File: src/urx_pkg.sv
package urx_pkg;
  // register indices on the plain register port
  localparam logic [2:0] URX_ADDR_CTRL_ONE = 3'h0;
  localparam logic [2:0] URX_ADDR_CTRL_TWO = 3'h1;
  localparam logic [2:0] URX_ADDR_STATUS_ONE = 3'h2;
  localparam logic [2:0] URX_ADDR_DATA = 3'h3;
  localparam logic [2:0] URX_ADDR_BAUD_DIV = 3'h4;

  // control_one fields
  localparam int URX_C1_NINE_BIT = 0;
  localparam int URX_C1_RX_EN = 1;
  // status_one fields; control_two uses the same layout as the interrupt mask
  localparam int URX_ST_FULL = 0;
  localparam int URX_ST_NOISE = 1;
  localparam int URX_ST_FRAME = 2;
  localparam int URX_ST_BREAK = 3;
  localparam int URX_ST_NINTH = 4;
  localparam int URX_FLAG_W = 4;

  // reset values
  localparam logic [7:0] URX_CTRL_ONE_RST = 8'h02;
  localparam logic [3:0] URX_CTRL_TWO_RST = 4'h0;
  localparam logic [7:0] URX_BAUD_DIV_RST = 8'h81;

  // sample tick positions within one bit period
  localparam logic [4:0] URX_T_FIRST = 5'h01;
  localparam logic [4:0] URX_T_S3 = 5'h03;
  localparam logic [4:0] URX_T_S5 = 5'h05;
  localparam logic [4:0] URX_T_S7 = 5'h07;
  localparam logic [4:0] URX_T_V8 = 5'h08;
  localparam logic [4:0] URX_T_V9 = 5'h09;
  localparam logic [4:0] URX_T_V10 = 5'h0a;
  localparam logic [4:0] URX_T_LAST = 5'h10;
  localparam logic [3:0] URX_BITS_8 = 4'h8;
  localparam logic [3:0] URX_BITS_9 = 4'h9;

  typedef enum logic [1:0] {URX_SEARCH, URX_START, URX_DATA, URX_STOP} urx_state_t;

  // two out of three vote
  function automatic logic urx_major(input logic [2:0] s);
    urx_major = (s[0] & s[1]) | (s[0] & s[2]) | (s[1] & s[2]);
  endfunction : urx_major

  // samples not all equal
  function automatic logic urx_noisy(input logic [2:0] s);
    urx_noisy = (s != 3'h0) && (s != 3'h7);
  endfunction : urx_noisy
endpackage : urx_pkg

File: src/urx_tick_gen.sv
`timescale 1ns/100ps
module urx_tick_gen import urx_pkg::*; (
  input wire logic sys_clk,
  input wire logic nrst,
  input wire logic ce,
  input wire logic run,
  input wire logic [7:0] divisor,
  output logic tick
);
  typedef struct packed {
    logic [7:0] cnt;
    logic tick;
  } urx_tg_t;

  urx_tg_t st_r;
  urx_tg_t st_nxt;

  // one tick every divisor+1 clocks gives sixteen ticks per bit
  always_comb begin
    st_nxt = st_r;
    st_nxt.tick = 1'b0;
    if (!run) begin
      st_nxt.cnt = 8'h00;
    end else if (st_r.cnt >= divisor) begin
      st_nxt.cnt = 8'h00;
      st_nxt.tick = 1'b1;
    end else begin
      st_nxt.cnt = st_r.cnt + 8'h01;
    end
  end

  always_ff @(posedge sys_clk) begin
    if (!nrst) begin
      st_r <= '0;
    end else if (ce) begin
      st_r <= st_nxt;
    end
  end

  assign tick = st_r.tick;
endmodule : urx_tick_gen

File: src/urx_receiver.sv
`timescale 1ns/100ps
module urx_receiver import urx_pkg::*; (
  input wire logic sys_clk,
  input wire logic nrst,
  input wire logic ce,
  input wire logic rx_pin,
  input wire logic [2:0] reg_addr,
  input wire logic [7:0] reg_wdata,
  input wire logic reg_wr,
  input wire logic reg_rd,
  output logic [7:0] reg_rdata,
  output logic irq
);
  typedef struct packed {
    logic [1:0] sync;
    urx_state_t state;
    logic [4:0] tick_cnt;
    logic [3:0] bit_idx;
    logic [2:0] hist;
    logic [2:0] start_smp;
    logic [2:0] vote_smp;
    logic prev_smp;
    logic last_maj;
    logic edge_seen;
    logic [4:0] edge_off;
    logic [8:0] shift;
    logic [7:0] rx_data_buffer;
    logic ninth_rx_bit;
    logic [URX_FLAG_W-1:0] flags;
    logic [7:0] control_one;
    logic [URX_FLAG_W-1:0] control_two;
    logic [7:0] baud_div;
    logic [7:0] rdata;
  } urx_regs_t;

  urx_regs_t st_r;
  urx_regs_t st_nxt;
  logic tick;
  logic rx_s;
  logic nine_bit;
  logic [3:0] data_bits;
  logic maj;
  logic [URX_FLAG_W-1:0] set_f;
  logic [URX_FLAG_W-1:0] clr_f;

  ////////////////////////////////////////////////////////////////////////////
  // sample tick source
  urx_tick_gen u_tick (
    .sys_clk(sys_clk),
    .nrst(nrst),
    .ce(ce),
    .run(st_r.control_one[URX_C1_RX_EN]),
    .divisor(st_r.baud_div),
    .tick(tick)
  );

  assign rx_s = st_r.sync[1];
  assign nine_bit = st_r.control_one[URX_C1_NINE_BIT];
  assign data_bits = nine_bit ? URX_BITS_9 : URX_BITS_8;
  // vote uses the two earlier samples plus the one taken at tick 10
  assign maj = urx_major({st_r.vote_smp[1:0], rx_s});

  ////////////////////////////////////////////////////////////////////////////
  // receive sequencer, flags and register port
  always_comb begin
    st_nxt = st_r;
    set_f = '0;
    clr_f = '0;
    st_nxt.rdata = 8'h00;
    // pin crosses two flops before anything looks at it
    st_nxt.sync = {st_r.sync[0], rx_pin};

    if (!st_r.control_one[URX_C1_RX_EN]) begin
      st_nxt.state = URX_SEARCH;
      st_nxt.tick_cnt = 5'h00;
      st_nxt.hist = 3'h0;
    end else if (tick) begin
      st_nxt.prev_smp = rx_s;
      // tick counts 1..16; wrap moves to the next bit
      if (st_r.state != URX_SEARCH) begin
        if (st_r.tick_cnt == URX_T_LAST) begin
          st_nxt.tick_cnt = URX_T_FIRST;
          st_nxt.bit_idx = st_r.bit_idx + 4'h1;
          if (st_r.bit_idx == data_bits) begin
            st_nxt.state = URX_STOP;
          end else begin
            st_nxt.state = URX_DATA;
          end
        end else begin
          st_nxt.tick_cnt = st_r.tick_cnt + 5'h01;
        end
      end
      // vote sample capture, shared by every bit
      if (st_r.tick_cnt == URX_T_V8 || st_r.tick_cnt == URX_T_V9) begin
        st_nxt.vote_smp = {st_r.vote_smp[1:0], rx_s};
      end
      case (st_r.state)
        URX_SEARCH: begin
          st_nxt.hist = {st_r.hist[1:0], rx_s};
          // low after three highs opens a start bit at tick 1
          if (!rx_s && st_r.hist == 3'h7) begin
            st_nxt.state = URX_START;
            // this low sample is tick 1, so the next one is tick 2
            st_nxt.tick_cnt = URX_T_FIRST + 5'h01;
            st_nxt.bit_idx = 4'h0;
            // an eight-bit frame never reaches bit 0; clear it for the break test
            st_nxt.shift = 9'h000;
            st_nxt.start_smp = 3'h0;
            st_nxt.last_maj = 1'b0;
            st_nxt.edge_seen = 1'b0;
          end
        end
        URX_START: begin
          if (st_r.tick_cnt == URX_T_S3 || st_r.tick_cnt == URX_T_S5) begin
            st_nxt.start_smp = {st_r.start_smp[1:0], rx_s};
          end
          if (st_r.tick_cnt == URX_T_S7) begin
            // two or more highs among 3, 5, 7 reject the start
            if (urx_major({st_r.start_smp[1:0], rx_s})) begin
              st_nxt.state = URX_SEARCH;
              st_nxt.tick_cnt = 5'h00;
              st_nxt.hist = 3'h0;
            end else if ({st_r.start_smp[1:0], rx_s} != 3'h0) begin
              set_f[URX_ST_NOISE] = 1'b1;
            end
          end
          // late high samples are noise only, start is kept
          if (st_r.tick_cnt == URX_T_V10 && {st_r.vote_smp[1:0], rx_s} != 3'h0) begin
            set_f[URX_ST_NOISE] = 1'b1;
          end
        end
        URX_DATA, URX_STOP: begin
          // note a falling edge after a one bit for later resync
          if (st_r.prev_smp && !rx_s && !st_r.edge_seen) begin
            if (st_r.tick_cnt > URX_T_V10 && st_r.last_maj) begin
              st_nxt.edge_seen = 1'b1;
              st_nxt.edge_off = st_r.tick_cnt - 5'h11;
            end else if (st_r.tick_cnt <= URX_T_V10 && st_r.last_maj) begin
              st_nxt.edge_seen = 1'b1;
              st_nxt.edge_off = st_r.tick_cnt - 5'h01;
            end
          end
          if (st_r.tick_cnt == URX_T_V10) begin
            st_nxt.last_maj = maj;
            st_nxt.edge_seen = 1'b0;
            if (urx_noisy({st_r.vote_smp[1:0], rx_s})) begin
              set_f[URX_ST_NOISE] = 1'b1;
            end
            if (st_r.state == URX_DATA) begin
              st_nxt.shift = {maj, st_r.shift[8:1]};
              // one-to-zero change pulls tick 1 onto the seen edge;
              // a very early edge is clamped to a full bit
              if (st_r.last_maj && !maj && st_r.edge_seen) begin
                if ($signed(st_r.edge_off) < $signed(-5'sd5)) begin
                  st_nxt.tick_cnt = URX_T_LAST;
                end else begin
                  st_nxt.tick_cnt = 5'h0b - st_r.edge_off;
                end
              end
            end else begin
              // stop sample point: 9 or 10 bits plus ten ticks
              st_nxt.state = URX_SEARCH;
              st_nxt.tick_cnt = 5'h00;
              st_nxt.hist = 3'h0;
              set_f[URX_ST_FULL] = 1'b1;
              set_f[URX_ST_FRAME] = !maj;
              st_nxt.ninth_rx_bit = st_r.shift[8];
              if (nine_bit) begin
                st_nxt.rx_data_buffer = st_r.shift[7:0];
              end else begin
                st_nxt.rx_data_buffer = st_r.shift[8:1];
              end
              // all-zero data with a low stop is a break
              if (!maj && st_r.shift == 9'h000) begin
                set_f[URX_ST_BREAK] = 1'b1;
                st_nxt.rx_data_buffer = 8'h00;
                st_nxt.ninth_rx_bit = 1'b0;
              end
            end
          end
        end
        default: begin
          st_nxt.state = URX_SEARCH;
        end
      endcase
    end

    // register writes; status flag bits 3..0 clear on a written one, the ninth bit does not
    if (reg_wr) begin
      case (reg_addr)
        URX_ADDR_CTRL_ONE: st_nxt.control_one = reg_wdata;
        URX_ADDR_CTRL_TWO: st_nxt.control_two = reg_wdata[URX_FLAG_W-1:0];
        URX_ADDR_STATUS_ONE: clr_f = reg_wdata[URX_FLAG_W-1:0];
        URX_ADDR_BAUD_DIV: st_nxt.baud_div = reg_wdata;
        default: ;
      endcase
    end
    // a new event in the clear cycle survives
    st_nxt.flags = (st_r.flags & ~clr_f) | set_f;

    // read data stands for one cycle only; unmapped reads give zero
    if (reg_rd) begin
      case (reg_addr)
        URX_ADDR_CTRL_ONE: st_nxt.rdata = st_r.control_one;
        URX_ADDR_CTRL_TWO: st_nxt.rdata = {4'h0, st_r.control_two};
        URX_ADDR_STATUS_ONE: st_nxt.rdata = {3'h0, st_r.ninth_rx_bit, st_r.flags};
        URX_ADDR_DATA: st_nxt.rdata = st_r.rx_data_buffer;
        URX_ADDR_BAUD_DIV: st_nxt.rdata = st_r.baud_div;
        default: st_nxt.rdata = 8'h00;
      endcase
    end
  end

  ////////////////////////////////////////////////////////////////////////////
  // state register; clock enable low freezes everything
  always_ff @(posedge sys_clk) begin
    if (!nrst) begin
      st_r <= '0;
      st_r.sync <= 2'h3;
      st_r.state <= URX_SEARCH;
      st_r.control_one <= URX_CTRL_ONE_RST;
      st_r.control_two <= URX_CTRL_TWO_RST;
      st_r.baud_div <= URX_BAUD_DIV_RST;
    end else if (ce) begin
      st_r <= st_nxt;
    end
  end

  assign reg_rdata = st_r.rdata;
  // bit 0 of control_two is the receiver-full interrupt enable
  assign irq = |(st_r.flags & st_r.control_two);
endmodule : urx_receiver

File: config.mk
export PLATFORM = sky130hd
export DESIGN_NAME = urx_receiver
export DESIGN_NICKNAME = d
export VERILOG_FILES = /design/src/urx_pkg.sv /design/src/urx_tick_gen.sv /design/src/urx_receiver.sv
export SDC_FILE = /design/constraint.sdc
export NUM_CORES = 1
export LEC_CHECK = 0
export ABC_CLOCK_PERIOD_IN_PS = 1600
export BUFFER_PORTS_ARGS = -buffer_cell sky130_fd_sc_hd__buf_2
export CAP_MARGIN = 10
export CORE_MARGIN = 2
export CORE_UTILIZATION = 40
export CTS_BUF_LIST = sky130_fd_sc_hd__clkbuf_4 sky130_fd_sc_hd__clkbuf_8
export DETAILED_ROUTE_END_ITERATION = 12
export SETUP_SLACK_MARGIN = 0.4
export SLEW_MARGIN = 20
export SYNTH_ARGS = -nofsm -noshare
export SYNTH_HDL_FRONTEND = slang
export SYNTH_SLANG_ARGS = --single-unit
export TNS_END_PERCENT = 5
File: constraint.sdc
create_clock -name sys_clk -period 1.6 [get_ports sys_clk]
set_input_delay 0.32 -clock sys_clk [delete_from_list [all_inputs] [get_ports sys_clk]]
set_output_delay 0.32 -clock sys_clk [all_outputs]
set_load 0.005 [all_outputs]
==> key figures, run 1 <==
Status
  – Outcome: complete, but fails checks
  – Failing checks: negative setup slack

STA
  – Max Slew Vio Count: 0
  – Slew @ Worst Pin: 0.344 ns
  – Fmax: between 500 and 600 MHz
  – Tcrit/Tclk final: 1.07
  – Slew headroom: 0.767
  – Worst Skew: about 0.013 ns
  – Final setup TNS: -0.859 ns
  – RSZ-0062 raised after global routing: true
  – Final setup margin: -0.108 ns
  – Setup violators final: 21
  – Final Hold Vio Count: 0
  – Crit path time final: about 1.7 ns

Final layout
  – Final Non-Filler Cells: a little under 800
  – Area of the multi-input gates: 3050 um2
  – Sequential Area: about 1800 um2
  – Net total in the final layout: between 600 and 700
  – Fillers: between 1000 and 1500
  – Share of cells above drive strength 1: 0.321
  – Number of antenna diodes: 0
  – Layout overhead on the synthesized area: 24.5%

Global route
  – Vias in the first global route: 4494
  – Initial antenna violation count: 0
  – GRT Overall Usage: 0.207
  – First-pass GRT wire length: 21800 um
  – Largest net degree at the start of global routing: 75
  – Grt total ovfl: 0

Floorplanning
  – Num rows: 40
  – Die Span Y: 115 um
  – Num ports: 26
  – Die width: between 100 and 150 um
  – Total core area: about 12000 um2
  – Effective utilization at floorplan: 0.411
  – Die Footprint: between 10000 and 15000 um2

Setup path
  – R2R Path Start: st_r[13]
  – CP Max Fanout: 7
  – Arr. time, crit path: between 2 and 2.5 ns
  – Critical Path Start: st_r[13]
  – Crit path kind: reg -> reg
  – Required @ worst endpoint: between 1.5 and 2 ns
  – CP endpoint kind: register
  – Launching element type of the critical path: register

Yosys
  – Syn_nets: around 600
  – Mapped Avg Cell Area: 8.76 um2
  – Post-Syn Instances: about 560
  – Synth cell types: 69
  – Post-synth EDFFs: 0
  – Synth Flop Type: dfxtp_1
  – Synth Register Bits: 87
  – Synth warn: 0
  – FFs w/ async S/R, synth: 0
  – Sequential area share after synthesis: 0.353
  – Cell area after synthesis: about 5000 um2

Detailed routing
  – DR vias/cell: around 5.6
  – Remaining antenna violation count after routing: 0
  – Vias: about 4400
  – Initial drt markers: roughly 260
  – Pre-antenna DRT Iters: 5
  – Wirelength per Cell: roughly 17 um
  – # DRC: 0
  – Final WL: between 10000 and 15000 um

Clock network
  – TritonCTS buffer count: 9
  – CTS tree: done
  – CTS HTree Levels: 3
  – Sink Count: 87
  – Clock Path Buffers: 2
  – Cts hold-fix bufs: 0
  – Worst skew pair latency: between 0.3 and 0.4 ns
  – CTS root buf: clkbuf_8
  – Setup bufs post-CTS: 0
  – Reg clk slew, reported paths: 0.09 ns

Placed design
  – Gp weighted congestion: a little over 0.9
  – Placed cells: between 700 and 800
  – Post-DP HPWL: about 9700 um
  – IO Port Bufs: 25

Min path
  – Worst Hold Launch: rx_pin
  – Min-delay worst type: in -> reg

Power and ir drop
  – Max VDD drop: ~0.00054 V
  – LEAKAGE: between 0.002 and 0.003 uW
  – Power Dens Cells: 672 nW/um2

Flow run
  – Max Cap Viol: 0
[sequential cells by signal, summed over array words and instances (netlist names)]
signal	count
nine_bit	1
reg_rdata	8
rx_s	1
st_nxt	1
st_r	67
u_tick.st_r	8
u_tick.tick	1
[stage by stage]
| step | hold WS (ns) | power [uW] | worst slack, ns | utilization | instance area [um2] |
|---|---|---|---|---|---|
| finish | 0.167 | 4130 | -0.108 | 0.512 | 6150 |
| global route | 0.174 | 4290 | -0.182 | 0.512 | 6150 |
| CTS | 0.148 | 4180 | -0.0946 | 0.505 | 6070 |
| detailed placement | 0.471 | 2510 | -0.211 | 0.477 | 5730 |
| global placement | 0.455 | 2500 | -0.168 | 0.477 | 5730 |
| floorplan | 0.439 | 2390 | -0.0915 | - | 4980 |
[power by group]
group | switching [uW] | internal [uW]
Combinational | 159 | 133
Clock | 853 | 799
Sequential | 12.3 | 2170
[cells in the final DEF (no fill, tap or decap), types with 4 or more instances in the layout]
cell type  netlist  routed
buf_4           14      81
dfxtp_1         87      67
nand2_1         63      63
mux2i_1         36      36
nor2b_1         28      27
nand4_1         24      24
buf_2           14      24
o21ai_0         29      19
nor2_1          18      17
dfxtp_2          0      17
inv_1           19      15
nand3_1         15      15
o21ai_1          2      12
o211a_1         12      12
a22oi_1         11      11
clkbuf_8         0      10
nand2b_1         9       9
a21oi_1         12       9
nand3b_1         8       8
ha_1            16       8
a21boi_1         2       7
buf_6            0       7
a31oi_1          6       6
and3_1          10       6
a32oi_1          8       6
and2_1           6       6
mux2_2           7       5
o22ai_1          5       5
a21boi_0        10       5
ha_4             0       5
nor2_2           5       4
o22a_1           4       4
a21oi_2          1       4
nor3_1           5       4
[final timing paths]
kind	endpoint	slack (ns)	depth (start not counted)
max	u_tick.st_r[5]	-0.11	8
min	st_nxt[79]	0.17	3
max reg2reg	u_tick.st_r[5]	-0.11	8
min reg2reg	st_r[57]	0.48	2
[metal layers]
metal / global-route usage / routed length (um) / vias up / share of wire
li1: - / - / 2206 / -
met1: 0.252 / 5800 / 2127 / 0.44
met2: 0.360 / 6630 / 93 / 0.50
met3: 0.0522 / 581 / 18 / 0.044
met4: 0.0627 / 191 / 0 / 0.014
met5: 0 / 0 / - / 0
[critical path, cell delays in order (launching register included)]
cell	delay (ns)
dfxtp_2	0.33
inv_1	0.08
ha_4	0.20
a211oi_2	0.25
nor2_1	0.09
a211oi_2	0.23
buf_4	0.20
nand4_1	0.10
a31oi_1	0.16
[what timing repair did]
action | CTS | global route
setup endpoints to repair | 62 | 75
resized for setup | 44 | 32
pin swaps | 32 | 19
[area by class of cell]
cell class | count | share of cell area
timing repair buffer | 115 | 0.139
sequential | 87 | 0.289
multi-input combinational | 411 | 0.496
clock buffer | 11 | 0.0236
inverter | 19 | 0.0120
clock inverter | 5 | 0.0104
tap | 147 | 0.0299
[logic make-up after synthesis]
| family | synth area share |
|---|---|
| buffers and inverters | 0.0644 |
| xor gates and xnor gates | 0.0106 |
| adders and majority gates | 0.0451 |
| and+or+nand+nor | 0.246 |
| muxes | 0.0912 |
| DFF | 0.353 |
| AOI/OAI and AO/OA | 0.190 |
[synthesized netlist by cell type, types with 11 or more instances]
| library cell | number | share of area |
|---|---|---|
| buf_2 | 14 | 0.014 |
| nor2_1 | 18 | 0.014 |
| a21oi_1 | 12 | 0.012 |
| clkbuf_1 | 18 | 0.014 |
| nand3_1 | 15 | 0.015 |
| mux2i_1 | 36 | 0.073 |
| o21ai_0 | 29 | 0.029 |
| nor2b_1 | 28 | 0.035 |
| nand4_1 | 24 | 0.030 |
| o211a_1 | 12 | 0.024 |
| nand2_1 | 63 | 0.048 |
| buf_4 | 14 | 0.021 |
| inv_1 | 19 | 0.014 |
| dfxtp_1 | 87 | 0.35 |
| a22oi_1 | 11 | 0.017 |
| ha_1 | 16 | 0.041 |
No activity file was read; power rests on OpenSTA's default activity.
==> inputs of run 2 (changes only) <==
--- a/config.mk
+++ b/config.mk
@@ -11,6 +11,7 @@
 export CORE_MARGIN = 2
 export CORE_UTILIZATION = 40
 export CTS_BUF_LIST = sky130_fd_sc_hd__clkbuf_4 sky130_fd_sc_hd__clkbuf_8
+export CTS_CLUSTER_SIZE = 25
 export DETAILED_ROUTE_END_ITERATION = 12
 export SETUP_SLACK_MARGIN = 0.4
 export SLEW_MARGIN = 20
==> constraint.sdc (replaced) <==
create_clock -name sys_clk -period 1.6 [get_ports sys_clk]
set_input_delay 0.32 -clock sys_clk [delete_from_list [all_inputs] [get_ports sys_clk]]
set_output_delay 0.32 -clock sys_clk [all_outputs]
set_load 0.05 [all_outputs]
==> run 2 against run 1 <==
  * The flow still finishes with violations (negative setup slack)
  * Final cell count unchanged
  * Fmax fell by 0.73%
  * Sequential power hardly changed
  * First-iteration DRC count grew 3.4%
  * Combinational power is 2% higher
  * Register-to-register slack hardly changed
  * Critical path type unchanged
==> key figures, run 2 (synthesis results as in run 1) <==
Clock network
  – TritonCTS buffer count: 9 (unchanged)
  – CTS tree: done (unchanged)
  – CTS root buf: clkbuf_8 (unchanged)
  – Clock Path Buffers: 2 (unchanged)
  – Sink Count: 87 (unchanged)
  – Cts hold-fix bufs: 0 (unchanged)
  – CTS HTree Levels: 3 (unchanged)
  – Worst skew pair latency: 0.38 ns (about the same)
  – Reg clk slew, reported paths: 0.09 ns (about the same)

Final layout
  – Share of cells above drive strength 1: 0.333 (was 0.321)
  – Largest Register: st_r (unchanged)
  – Fillers: 1130 (was 1149)
  – Most common cell after layout, fill and taps aside: buf_4 (unchanged)
  – Leading cell types in the layout, fill and taps excluded: buf_4, dfxtp_1, nand2_1 (unchanged)
  – Max FFs per register: 67 (unchanged)
  – Number of antenna diodes: 0 (unchanged)
  – Net total in the final layout: 676 (unchanged)
  – Layout overhead on the synthesized area: 26.7% (was 24.5%)
  – Core Util, Final: 0.521 (was 0.512)

Min path
  – Min-delay worst type: in -> reg (unchanged)

Setup path
  – Arr. time, crit path: 2.03 ns (was 2.02 ns)
  – CP endpoint kind: register (unchanged)
  – Launching element type of the critical path: register (unchanged)
  – Required @ worst endpoint: 1.91 ns (about the same)
  – CP Max Fanout: 7 (unchanged)
  – Crit path kind: reg -> reg (unchanged)

Floorplanning
  – Num ports: 26 (unchanged)
  – Effective utilization at floorplan: 0.411 (unchanged)
  – Die Span Y: 115 um (unchanged)
  – Num rows: 40 (unchanged)
  – Die Footprint: 13300 um2 (unchanged)
  – Total core area: 12000 um2 (unchanged)
  – Die width: 115 um (unchanged)

STA
  – Tcrit/Tclk final: 1.08 (was 1.07)
  – Crit path time final: 1.72 ns (was 1.71 ns)
  – Max Slew Vio Count: 0 (unchanged)
  – Final hold slack: 0.166 ns (was 0.167 ns)
  – Fmax: 581 MHz (was 586 MHz)
  – Slew headroom: 0.775 (was 0.767)
  – Final setup margin: -0.120 ns (was -0.108 ns)
  – Slew @ Worst Pin: 0.332 ns (was 0.344 ns)
  – Final setup TNS: -0.918 ns (was -0.859 ns)
  – Worst Skew: 0.0123 ns (was 0.0132 ns)
  – Setup violators final: 20 (was 21)
  – Final Hold Vio Count: 0 (unchanged)
  – RSZ-0062 raised after global routing: true (unchanged)

Detailed routing
  – Initial drt markers: 271 (was 262)
  – Final WL: 13300 um (was 13200 um)
  – Vias: 4491 (was 4444)
  – Wirelength per Cell: 16.7 um (was 16.6 um)
  – DR vias/cell: 5.65 (was 5.59)
  – Remaining antenna violation count after routing: 0 (unchanged)
  – # DRC: 0 (unchanged)
  – Pre-antenna DRT Iters: 5 (unchanged)

Power and ir drop
  – Max VDD drop: 0.000563 V (was 0.000543 V)
  – LEAKAGE: 0.00255 uW (was 0.00253 uW)
  – Power Dens Cells: 663 nW/um2 (was 672 nW/um2)
  – Tot Pwr: 4140 uW (was 4130 uW)

Global route
  – Met1 Resource Use GR: 0.253 (was 0.252)
  – Global routing usage on met3: 0.0527 (was 0.0522)
  – Grt total ovfl: 0 (unchanged)
  – Largest net degree at the start of global routing: 75 (unchanged)
  – Vias in the first global route: 4515 (was 4494)
  – GRT Overall Usage: 0.208 (was 0.207)
  – First-pass GRT wire length: 21900 um (was 21800 um)
  – GR peak layer: met2 (unchanged)
  – Initial antenna violation count: 0 (unchanged)
  – GRT met2 Usage: 0.362 (was 0.360)

Placed design
  – Gp weighted congestion: 0.915 (unchanged)
  – Post-DP HPWL: 9690 um (unchanged)
  – Setup WS pre-CTS: -0.211 ns (unchanged)
  – IO Port Bufs: 25 (unchanged)

Flow run
  – Max Cap Viol: 0 (unchanged)

Status
  – Outcome: complete, but fails checks (unchanged)
  – Failing checks: negative setup slack (unchanged)
## run 2: cell types whose count changed in the layout (fill, tap and decap cells not counted), moves of 3 or more
cell and delta:
buf_2 -9, dfxtp_1 -4, dfxtp_2 +4, a22oi_1 -3
buf_8 +8, a22oi_2 +3
## run 2: final timing paths
kind / start / endpoint / slack [ns] / cells after the start
setup / recovery: st_r[13] / u_tick.st_r[5] / -0.12 / 8
hold / removal: rx_pin / st_nxt[79] / 0.17 / 3
setup reg to reg: st_r[13] / u_tick.st_r[5] / -0.12 / 8
hold reg to reg: st_r[57] / st_r[57] / 0.48 / 2
## run 2: area by class of cell
cell class / instances / area [um2] / share of cell area
multi-input combinational: 411 / 3070 / 0.491
clock inverter: 5 / 63.8 / 0.0102
inverter: 19 / 73.8 / 0.0118
clock buffer: 11 / 145 / 0.0232
sequential: 87 / 1780 / 0.284
tap: 147 / 184 / 0.0294
timing repair buffer: 115 / 941 / 0.150
## run 2: per-layer routing
metal,vias up,part of all wire
met2,103,0.50
met3,20,0.040
met1,2162,0.44
met5,-,0
li1,2206,-
met4,0,0.015
## run 2: repair_timing
action	CTS	global route
setup endpoints to repair	67	80
setup buffers	0	0
pin swaps	34	21
gates resized for setup	76	34
## run 2: report_power, final
group          switching, uW  leakage (uW)  total [uW]  internal [uW]
sequential              13.0      0.000712        2190           2170
clock                    859      0.000104        1660            799
combinational            163       0.00173         299            135
total                   1040       0.00255        4140           3110
## run 2: stage by stage
step / instance area, um2 / instances
4_1_cts: 6160 / 795
3_3_place_gp: 5730 / 779
6_report: 6260 / 795
5_1_grt: 6260 / 795
3_5_place_dp: 5730 / 779
2_1_floorplan: 4980 / 564
## run 2: critical path, cell delays in order (launching register included)
cell      delay [ns]
dfxtp_2         0.33
inv_1           0.08
ha_4            0.20
a211oi_2        0.25
nor2_1          0.09
a211oi_2        0.24
buf_4           0.21
nand4_1         0.10
a31oi_1         0.16
